--- config.mk ---
export PLATFORM = sky130hd
export DESIGN_NAME = ispc_flash_control
export DESIGN_NICKNAME = d
export VERILOG_FILES = /design/src/ispc_pkg.sv /design/src/ispc_flash_control.sv /design/src/ispc_sync.sv
export SDC_FILE = /design/constraint.sdc
export NUM_CORES = 1
export LEC_CHECK = 0
export BUFFER_PORTS_ARGS = -buffer_cell sky130_fd_sc_hd__buf_2
export CAP_MARGIN = 20
export CORE_MARGIN = 2
export CORE_UTILIZATION = 50
export DETAILED_ROUTE_END_ITERATION = 10
export HOLD_SLACK_MARGIN = 0.02
export PLACE_DENSITY = 0.75
export SYNTH_ARGS = -nofsm -noshare
export SYNTH_HDL_FRONTEND = slang
export SYNTH_SLANG_ARGS = --single-unit
--- constraint.sdc ---
create_clock -name clk -period 1.5 [get_ports clk]
set_input_delay 0.075 -clock clk [delete_from_list [all_inputs] [get_ports clk]]
set_output_delay 0.075 -clock clk [all_outputs]
set_load 0.005 [all_outputs]
--- src/ispc_pkg.sv ---
package ispc_pkg;

   // ----------------------------------------------------------------
   // Register offsets on the special-function register port
   // ----------------------------------------------------------------
   localparam logic [7:0] ISPC_PROGRAM_CTRL_ADDR = 8'h9f;
   localparam logic [7:0] ISPC_ROM_BANK_CTRL_ADDR = 8'hab;
   localparam logic [7:0] ISPC_PROG_ADDR_LOW_ADDR = 8'hac;
   localparam logic [7:0] ISPC_PROG_ADDR_HIGH_ADDR = 8'had;
   localparam logic [7:0] ISPC_PROG_DATA_BUFFER_ADDR = 8'hae;
   localparam logic [7:0] ISPC_PROG_OPERATION_MODE_ADDR = 8'haf;

   // ----------------------------------------------------------------
   // Field positions
   // ----------------------------------------------------------------
   localparam int ISPC_DEVICE_RESET_TRIGGER_BIT = 7;
   localparam int ISPC_LOADER_EXEC_STATUS_BIT = 6;
   localparam int ISPC_LOADER_BOOT_SELECT_BIT = 1;
   localparam int ISPC_PROGRAM_MODE_ENABLE_BIT = 0;
   localparam int ISPC_UPPER_BANK_ENABLE_BIT = 3;
   localparam int ISPC_PIN_SELECT_MSB = 2;
   localparam int ISPC_BANK_BIT = 7;
   localparam int ISPC_TARGET_ARRAY_SELECT_BIT = 6;
   localparam int ISPC_OUTPUT_ENABLE_N_BIT = 5;
   localparam int ISPC_CHIP_ENABLE_N_BIT = 4;
   localparam int ISPC_OP_CODE_MSB = 3;

   // ----------------------------------------------------------------
   // Reset values
   // ----------------------------------------------------------------
   localparam logic [7:0] ISPC_PROGRAM_CTRL_RESET = 8'h00;
   localparam logic [7:0] ISPC_ROM_BANK_CTRL_RESET = 8'h07;
   localparam logic [7:0] ISPC_PROG_ADDR_RESET = 8'h00;
   localparam logic [7:0] ISPC_PROG_DATA_RESET = 8'h00;
   localparam logic [7:0] ISPC_OPERATION_MODE_RESET = 8'h30;
   localparam logic [7:0] ISPC_UNMAPPED_READ = 8'h00;

   // ----------------------------------------------------------------
   // Operation codes
   // ----------------------------------------------------------------
   localparam logic [3:0] ISPC_OP_READ = 4'h0;
   localparam logic [3:0] ISPC_OP_PROGRAM = 4'h1;
   localparam logic [3:0] ISPC_OP_ERASE = 4'h2;

   // Sequencer states.
   typedef enum logic [1:0] {
      ISPC_ST_IDLE = 2'b00,
      ISPC_ST_WAIT = 2'b01,
      ISPC_ST_DONE = 2'b10
   } ispc_state_type;

   // Everything the flash array needs for one operation.
   typedef struct packed {
      logic start;
      logic loader;
      logic bank;
      logic oe_n;
      logic ce_n;
      logic [3:0] cmd;
      logic [15:0] addr;
      logic [7:0] wdata;
   } ispc_flash_req_type;

endpackage

--- src/ispc_flash_control.sv ---
// Decided for this implementation: the plain strobed port.
`timescale 1ns/10ps

module ispc_flash_control
   import ispc_pkg::*;
#(
   parameter int PIN_COUNT = 8
) (
   // Clock and reset
   input wire logic clk,
   input wire logic sys_rst,
   // Register port
   input wire logic [7:0] sfr_addr,
   input wire logic [7:0] sfr_wdata,
   input wire logic sfr_wr,
   input wire logic sfr_rd,
   output logic [7:0] sfr_rdata,
   // CPU side
   input wire logic idle_request,
   input wire logic cpu_addr16,
   input wire logic hw_reboot_pin,
   output logic cpu_hold,
   output logic cpu_resume,
   output logic idle_enter,
   output logic fetch_from_loader,
   output logic device_reset_req,
   // Flash arrays
   input wire logic flash_done,
   input wire logic [7:0] flash_rdata,
   output ispc_flash_req_type flash_req,
   // Port 1 bank line
   output logic [PIN_COUNT-1:0] bank_line_out,
   output logic [PIN_COUNT-1:0] bank_line_oe_n
);

   // ----------------------------------------------------------------
   // Registers
   // ----------------------------------------------------------------
   logic program_mode_enable_reg;
   logic loader_boot_select_reg;
   logic upper_bank_enable_reg;
   logic [2:0] bank_line_pin_select_reg;
   logic [7:0] prog_addr_low_reg;
   logic [7:0] prog_addr_high_reg;
   logic [7:0] prog_data_buffer_reg;
   logic [7:0] prog_operation_mode_reg;
   logic hw_reboot_sync;
   ispc_state_type state_reg;
   ispc_state_type state_next;
   logic [7:0] read_mux;
   logic op_legal;
   logic op_is_read;
   logic wr_ctrl;
   logic start_op;

   // The strap comes from a pin, so it passes two flops first.
   ispc_sync #(
      .WIDTH(1)
   ) u_reboot_sync (
      .clk(clk),
      .sys_rst(sys_rst),
      .async_in(hw_reboot_pin),
      .sync_out(hw_reboot_sync)
   );

   // ----------------------------------------------------------------
   // Decode
   // ----------------------------------------------------------------

   // Only the three documented codes reach the array.
   assign op_legal = (prog_operation_mode_reg[ISPC_OP_CODE_MSB:0]
                      == ISPC_OP_READ)
                  || (prog_operation_mode_reg[ISPC_OP_CODE_MSB:0]
                      == ISPC_OP_PROGRAM)
                  || (prog_operation_mode_reg[ISPC_OP_CODE_MSB:0]
                      == ISPC_OP_ERASE);
   assign op_is_read = prog_operation_mode_reg[ISPC_OP_CODE_MSB:0]
                       == ISPC_OP_READ;
   assign wr_ctrl = sfr_wr && (sfr_addr == ISPC_PROGRAM_CTRL_ADDR);
   // The idle request becomes an operation only in programming mode.
   assign start_op = idle_request && program_mode_enable_reg
                     && (state_reg == ISPC_ST_IDLE);

   // ----------------------------------------------------------------
   // Control register
   // ----------------------------------------------------------------

   // Mode and boot select bits are plain storage.
   always_ff @(posedge clk) begin
      if (sys_rst) begin
         program_mode_enable_reg <= ISPC_PROGRAM_CTRL_RESET[0];
         loader_boot_select_reg <= ISPC_PROGRAM_CTRL_RESET[1];
      end else if (wr_ctrl) begin
         program_mode_enable_reg <=
            sfr_wdata[ISPC_PROGRAM_MODE_ENABLE_BIT];
         loader_boot_select_reg <= sfr_wdata[ISPC_LOADER_BOOT_SELECT_BIT];
      end
   end

   // The trigger bit is never stored: it fires one reset pulse, its position
   // reads back the synchronized reboot strap, and the system reset that follows
   // clears the boot select, which restarts from application flash unless the reboot strap is set.
   always_ff @(posedge clk) begin
      if (sys_rst) begin
         device_reset_req <= 1'b0;
      end else begin
         device_reset_req <= wr_ctrl
            && sfr_wdata[ISPC_DEVICE_RESET_TRIGGER_BIT];
      end
   end

   // Fetch source follows boot select, or the reboot strap.
   always_ff @(posedge clk) begin
      if (sys_rst) begin
         fetch_from_loader <= 1'b0;
      end else begin
         fetch_from_loader <= loader_boot_select_reg
                              || hw_reboot_sync;
      end
   end

   // ----------------------------------------------------------------
   // Banking and programming registers
   // ----------------------------------------------------------------

   // Software writes; the data buffer also takes read results.
   always_ff @(posedge clk) begin
      if (sys_rst) begin
         upper_bank_enable_reg <=
            ISPC_ROM_BANK_CTRL_RESET[ISPC_UPPER_BANK_ENABLE_BIT];
         bank_line_pin_select_reg <=
            ISPC_ROM_BANK_CTRL_RESET[ISPC_PIN_SELECT_MSB:0];
         prog_addr_low_reg <= ISPC_PROG_ADDR_RESET;
         prog_addr_high_reg <= ISPC_PROG_ADDR_RESET;
         prog_operation_mode_reg <= ISPC_OPERATION_MODE_RESET;
      end else if (sfr_wr) begin
         if (sfr_addr == ISPC_ROM_BANK_CTRL_ADDR) begin
            upper_bank_enable_reg <= sfr_wdata[ISPC_UPPER_BANK_ENABLE_BIT];
            bank_line_pin_select_reg <= sfr_wdata[ISPC_PIN_SELECT_MSB:0];
         end
         if (sfr_addr == ISPC_PROG_ADDR_LOW_ADDR) begin
            prog_addr_low_reg <= sfr_wdata;
         end
         if (sfr_addr == ISPC_PROG_ADDR_HIGH_ADDR) begin
            prog_addr_high_reg <= sfr_wdata;
         end
         if (sfr_addr == ISPC_PROG_OPERATION_MODE_ADDR) begin
            prog_operation_mode_reg <= sfr_wdata;
         end
      end
   end

   // Array read data wins over a software write in the same cycle; the
   // CPU is held then, so the clash cannot arise in practice.
   always_ff @(posedge clk) begin
      if (sys_rst) begin
         prog_data_buffer_reg <= ISPC_PROG_DATA_RESET;
      end else if (state_reg == ISPC_ST_WAIT && flash_done
                   && op_is_read) begin
         prog_data_buffer_reg <= flash_rdata;
      end else if (sfr_wr && sfr_addr == ISPC_PROG_DATA_BUFFER_ADDR) begin
         prog_data_buffer_reg <= sfr_wdata;
      end
   end

   // ----------------------------------------------------------------
   // Register read
   // ----------------------------------------------------------------

   // Unused control bits and unmapped addresses read zero.
   always_comb begin
      read_mux = ISPC_UNMAPPED_READ;
      unique case (sfr_addr)
         ISPC_PROGRAM_CTRL_ADDR: begin
            read_mux[ISPC_DEVICE_RESET_TRIGGER_BIT] =
               hw_reboot_sync;
            read_mux[ISPC_LOADER_EXEC_STATUS_BIT] =
               fetch_from_loader;
            read_mux[ISPC_LOADER_BOOT_SELECT_BIT] = loader_boot_select_reg;
            read_mux[ISPC_PROGRAM_MODE_ENABLE_BIT] = program_mode_enable_reg;
         end
         ISPC_ROM_BANK_CTRL_ADDR: begin
            read_mux[ISPC_UPPER_BANK_ENABLE_BIT] = upper_bank_enable_reg;
            read_mux[ISPC_PIN_SELECT_MSB:0] = bank_line_pin_select_reg;
         end
         ISPC_PROG_ADDR_LOW_ADDR: begin
            read_mux = prog_addr_low_reg;
         end
         ISPC_PROG_ADDR_HIGH_ADDR: begin
            read_mux = prog_addr_high_reg;
         end
         ISPC_PROG_DATA_BUFFER_ADDR: begin
            read_mux = prog_data_buffer_reg;
         end
         ISPC_PROG_OPERATION_MODE_ADDR: begin
            read_mux = prog_operation_mode_reg;
         end
         default: begin
            read_mux = ISPC_UNMAPPED_READ;
         end
      endcase
   end

   // Read data stand only in the cycle after the strobe.
   always_ff @(posedge clk) begin
      if (sys_rst) begin
         sfr_rdata <= ISPC_UNMAPPED_READ;
      end else if (sfr_rd) begin
         sfr_rdata <= read_mux;
      end else begin
         sfr_rdata <= ISPC_UNMAPPED_READ;
      end
   end

   // ----------------------------------------------------------------
   // Operation sequencer
   // ----------------------------------------------------------------

   // An illegal code skips the array and resumes the CPU at once.
   always_comb begin
      state_next = state_reg;
      unique case (state_reg)
         ISPC_ST_IDLE: begin
            if (start_op) begin
               state_next = op_legal ? ISPC_ST_WAIT : ISPC_ST_DONE;
            end
         end
         ISPC_ST_WAIT: begin
            if (flash_done) begin
               state_next = ISPC_ST_DONE;
            end
         end
         ISPC_ST_DONE: begin
            state_next = ISPC_ST_IDLE;
         end
         default: begin
            state_next = ISPC_ST_IDLE;
         end
      endcase
   end

   always_ff @(posedge clk) begin
      if (sys_rst) begin
         state_reg <= ISPC_ST_IDLE;
      end else begin
         state_reg <= state_next;
      end
   end

   // The CPU is held from start until the data buffer is settled.
   always_ff @(posedge clk) begin
      if (sys_rst) begin
         cpu_hold <= 1'b0;
         cpu_resume <= 1'b0;
         idle_enter <= 1'b0;
      end else begin
         cpu_hold <= (state_next != ISPC_ST_IDLE);
         cpu_resume <= (state_reg == ISPC_ST_DONE);
         idle_enter <= idle_request && !program_mode_enable_reg
                       && (state_reg == ISPC_ST_IDLE);
      end
   end

   // Request to the array is latched at start and held until done.
   always_ff @(posedge clk) begin
      if (sys_rst) begin
         flash_req <= '0;
         flash_req.oe_n <= 1'b1;
         flash_req.ce_n <= 1'b1;
      end else if (start_op && op_legal) begin
         flash_req.start <= 1'b1;
         flash_req.loader <=
            prog_operation_mode_reg[ISPC_TARGET_ARRAY_SELECT_BIT];
         flash_req.bank <= prog_operation_mode_reg[ISPC_BANK_BIT];
         flash_req.oe_n <=
            prog_operation_mode_reg[ISPC_OUTPUT_ENABLE_N_BIT];
         flash_req.ce_n <= prog_operation_mode_reg[ISPC_CHIP_ENABLE_N_BIT];
         flash_req.cmd <= prog_operation_mode_reg[ISPC_OP_CODE_MSB:0];
         flash_req.addr <= {prog_addr_high_reg, prog_addr_low_reg};
         flash_req.wdata <= prog_data_buffer_reg;
      end else begin
         flash_req.start <= 1'b0;
         if (state_reg == ISPC_ST_WAIT && flash_done) begin
            flash_req.oe_n <= 1'b1;
            flash_req.ce_n <= 1'b1;
         end
      end
   end

   // ----------------------------------------------------------------
   // Bank line on port 1
   // ----------------------------------------------------------------

   // Only the selected pin is driven, and only with banking enabled.
   always_ff @(posedge clk) begin
      if (sys_rst) begin
         bank_line_out <= '0;
         bank_line_oe_n <= '1;
      end else begin
         for (int i = 0; i < PIN_COUNT; i++) begin
            bank_line_oe_n[i] <= !(upper_bank_enable_reg
               && bank_line_pin_select_reg == 3'(i));
            bank_line_out[i] <= cpu_addr16 && upper_bank_enable_reg
               && bank_line_pin_select_reg == 3'(i);
         end
      end
   end
endmodule // ispc_flash_control

--- src/ispc_sync.sv ---
`timescale 1ns/10ps

module ispc_sync #(
   parameter int WIDTH = 1
) (
   // Clock and reset
   input wire logic clk,
   input wire logic sys_rst,
   // Data
   input wire logic [WIDTH-1:0] async_in,
   output logic [WIDTH-1:0] sync_out
);

   logic [WIDTH-1:0] meta_reg;

   // Two flops; the first is read only by the second.
   always_ff @(posedge clk) begin
      if (sys_rst) begin
         meta_reg <= '0;
         sync_out <= '0;
      end else begin
         meta_reg <= async_in;
         sync_out <= meta_reg;
      end
   end

endmodule // ispc_sync

==> impl_metrics.ini <==
[clocking]
cts_root_buf = clkbuf_8
cts_buffer_depth = 2
clk_latency_ns = 0.36
h-tree-depth = 3
clk_pin_slew_ns = 0.09
cts_made_buffers = 9
cts_tree = yes
cts.sinks = 104

[timing]
rsz0062_at_grt = false
drv_slew = 0
slew_headroom_pct = 73.70
fin_ws_ns = 0.1116
setup-violations-final = 0
fin_setup_tns_ns = 0
hold_slack_ns = 0.03858
fmax_mhz = 720.2
fin_crit_sh_pct = 92.56
skew_ns = 0.004190
post-route-min-period_ns = 1.388
hold_violations = 0
tightest_slew_ns = 0.3933

[global_routing]
use_met2_pct = 39.31
grt_start_max_net_pins = 32
first_global_vias = 3133
global_route.usage.met3_pct = 3.304
top_usage_layer = met2
gr-usage-all-layers_pct = 23.07
antenna_found_initial = 0
use_met1_pct = 30.49
grt_pass1_wl_mm = 15.61
grt_overflow = 0

[finish]
seq_area_um2 = 2082
layout_commonest_cell = dfxtp_1
layout_common_cells = 104 x dfxtp_1, 93 x buf_2, 64 x nand2_1, 44 x nor2_1, 35 x a21oi_1
antennaDiodeCount = 0
regMostFlops = flash_req
multiInputGateArea_um2 = 1763
drive_above_1_share_pct = 29.20
fillCellCount = 643
layout.nets = 551
largest_reg_flops = 33
areaGrowthSynthToFinish_pct = 27.11

[power_and_ir_drop]
ir_worst_vdd_mv = 0.4745
p_leak_nw = 1.983
p_comb_share_pct = 4.5
power.share.sequential_pct = 56.5
power.density_nw_per_um2 = 973.5
intPower_mw = 3.856
p_clk_share_pct = 39.0
switching_share_pct = 21.32
switchingPower_mw = 1.044
power_mw = 4.900

[hold_path]
min_from = cpu_addr16
worstHoldPathCells = 3
min_to = bank_line_out[7]
hold_class = input pin to flop

[critical_path]
ff2ff_path_depth = 6
crit_top_cell = nand2_1
worstPathRequired_ns = 1.79
cp-end-kind = flop
reg2reg_from = prog_operation_mode_reg[1]
cp-start-kind = input pin
crit_chain = dlygate4sd3_1 -> buf_2 -> and4bb_2 -> nand2_1 -> buf_4 -> nand2_1 -> a21oi_1
max_stage_delay_ns = 0.55
r2r_end = prog_data_buffer_reg[3]
arrival_ns = 1.68
cp.buffers_inverters = 3
crit_fanout = 20
reg2reg_slack_ns = 0.14
critPathSlowestCell = dlygate4sd3_1
crit_family = buffers and inverters
path_class = input pin to flop

[yosys]
syn_area_per_cell_um2 = 9.826
netlist_area_um2 = 3960
ys_types = 38
synth-edff-count = 0
synth_cells = 403
async_flop_share_pct = 0
yosys_warnings = 0
ys_ff_latch = 104
synthesis.nets = 435
synth_ff_type = dfxtp_1
ys_seq_area_share_pct = 52.58

[route]
vias = 3252
drtIter0Drc = 161
viasPerCell = 5.195
routed_wirelength_mm = 9.558
final_antenna_net_count = 0
drt_pass1_iterations = 4
wire_per_inst_um = 15.27
drc = 0

[die]
ios = 94
core_um2 = 7687
die_w_um = 93.00
die_h_um = 93.00
rows = 32
dieArea_um2 = 8648
start_util_pct = 51.51

[place]
io_buffers = 93
routabilityCongestion = 0.8395
hpwlAfterDp_mm = 6.908
dp_slack_ns = 0.1128

[job]
max_cap_violations = 0

[status]
outcome = finished, final reports clean
-- metrics by stage --
step	area, µm²	instances	util (%)
2_1_floorplan	3960	403	-
3_3_place_gp	4668	597	60.73
3_5_place_dp	4668	597	60.73
4_1_cts	5020	626	65.30
5_1_grt	5034	626	65.48
6_report	5034	626	65.48
-- cell families after synthesis --
family	count (synthesis)	share of synthesized area, %
buffers and inverters	33	3.412
and+or+nand+nor	170	22.62
DFF	104	52.58
muxes	41	12.89
AOI/OAI and AO/OA	55	8.499
-- per-layer routing --
layer	vias up	routed length, µm	part of all wire, %
li1	1623	-	-
met4	0	95	0.99
met2	96	4563	48
met1	1526	4416	46
met3	7	482	5.0
met5	-	0	0
-- power by group through the flow --
stage / combinational [mW] / sequential (mW) / clock, mW
2_1_floorplan: 0.103 / 2.83 / 0
3_3_place_gp: 0.189 / 2.83 / 0
3_5_place_dp: 0.194 / 2.83 / 0
4_1_cts: 0.219 / 2.77 / 1.94
5_1_grt: 0.238 / 2.77 / 2.05
6_report: 0.221 / 2.77 / 1.91
-- Yosys cell counts (2+ instances only) --
library cell | instances | area (µm²)
a211o_1 | 2 | 17.52
inv_1 | 8 | 30.03
nor4_1 | 2 | 12.51
nand4_1 | 3 | 18.77
nor4b_1 | 2 | 17.52
o221ai_1 | 2 | 17.52
nor3_1 | 7 | 35.03
and3b_1 | 5 | 43.79
buf_4 | 2 | 15.01
o2bb2ai_1 | 8 | 70.07
a21oi_1 | 35 | 175.2
nor3b_1 | 4 | 30.03
buf_2 | 3 | 15.01
a211oi_1 | 3 | 22.52
dfxtp_1 | 104 | 2082
nor4_4 | 2 | 42.54
nor2b_1 | 9 | 56.30
mux4_2 | 8 | 180.2
o22ai_1 | 3 | 18.77
or2_2 | 3 | 18.77
nand2_1 | 64 | 240.2
mux2i_1 | 33 | 330.3
nand2b_1 | 10 | 62.56
clkbuf_1 | 19 | 71.32
nor2_1 | 44 | 165.2
o21bai_1 | 2 | 15.01
nand3_1 | 3 | 15.01
nand3b_1 | 3 | 22.52
-- final cells by class --
cell class              count  area share, %
flip-flops and latches    104          41.36
repair buffers            129          16.01
inverters                   9         0.6711
clock inverters             4          1.516
clock buffers              12          2.883
multi-input cells         266          35.02
well taps                 102          2.535
-- repair_timing --
item	4_1_cts	5_1_grt
resized for setup	0	3
endpoints found under the setup margin	0	25
setup buffers	0	0
hold buffers	13	0
hold endpoints to repair	13	0
-- worst max-delay path by stage --
stage	from	endpoint	slack, ns	cells past startpoint
floorplan	state_reg[1]	flash_req[22]	0.18	5
global placement	sfr_addr[0]	prog_operation_mode_reg[4]	0.13	6
detailed placement	sfr_addr[0]	prog_operation_mode_reg[4]	0.11	6
CTS	prog_operation_mode_reg[1]	prog_data_buffer_reg[2]	0.10	6
global route	idle_request	flash_req[21]	0.003	7
finish	idle_request	flash_req[25]	0.11	7
-- worst reg2reg max path, cell delays in order, from the launching register on --
cell and delay, ns:
dfxtp_1 0.34, buf_4 0.16, nor4_2 0.25, nand2b_1 0.13, nor2_1 0.16, buf_4 0.16, o2bb2ai_1 0.11
Power figures use the tool's default switching activity.
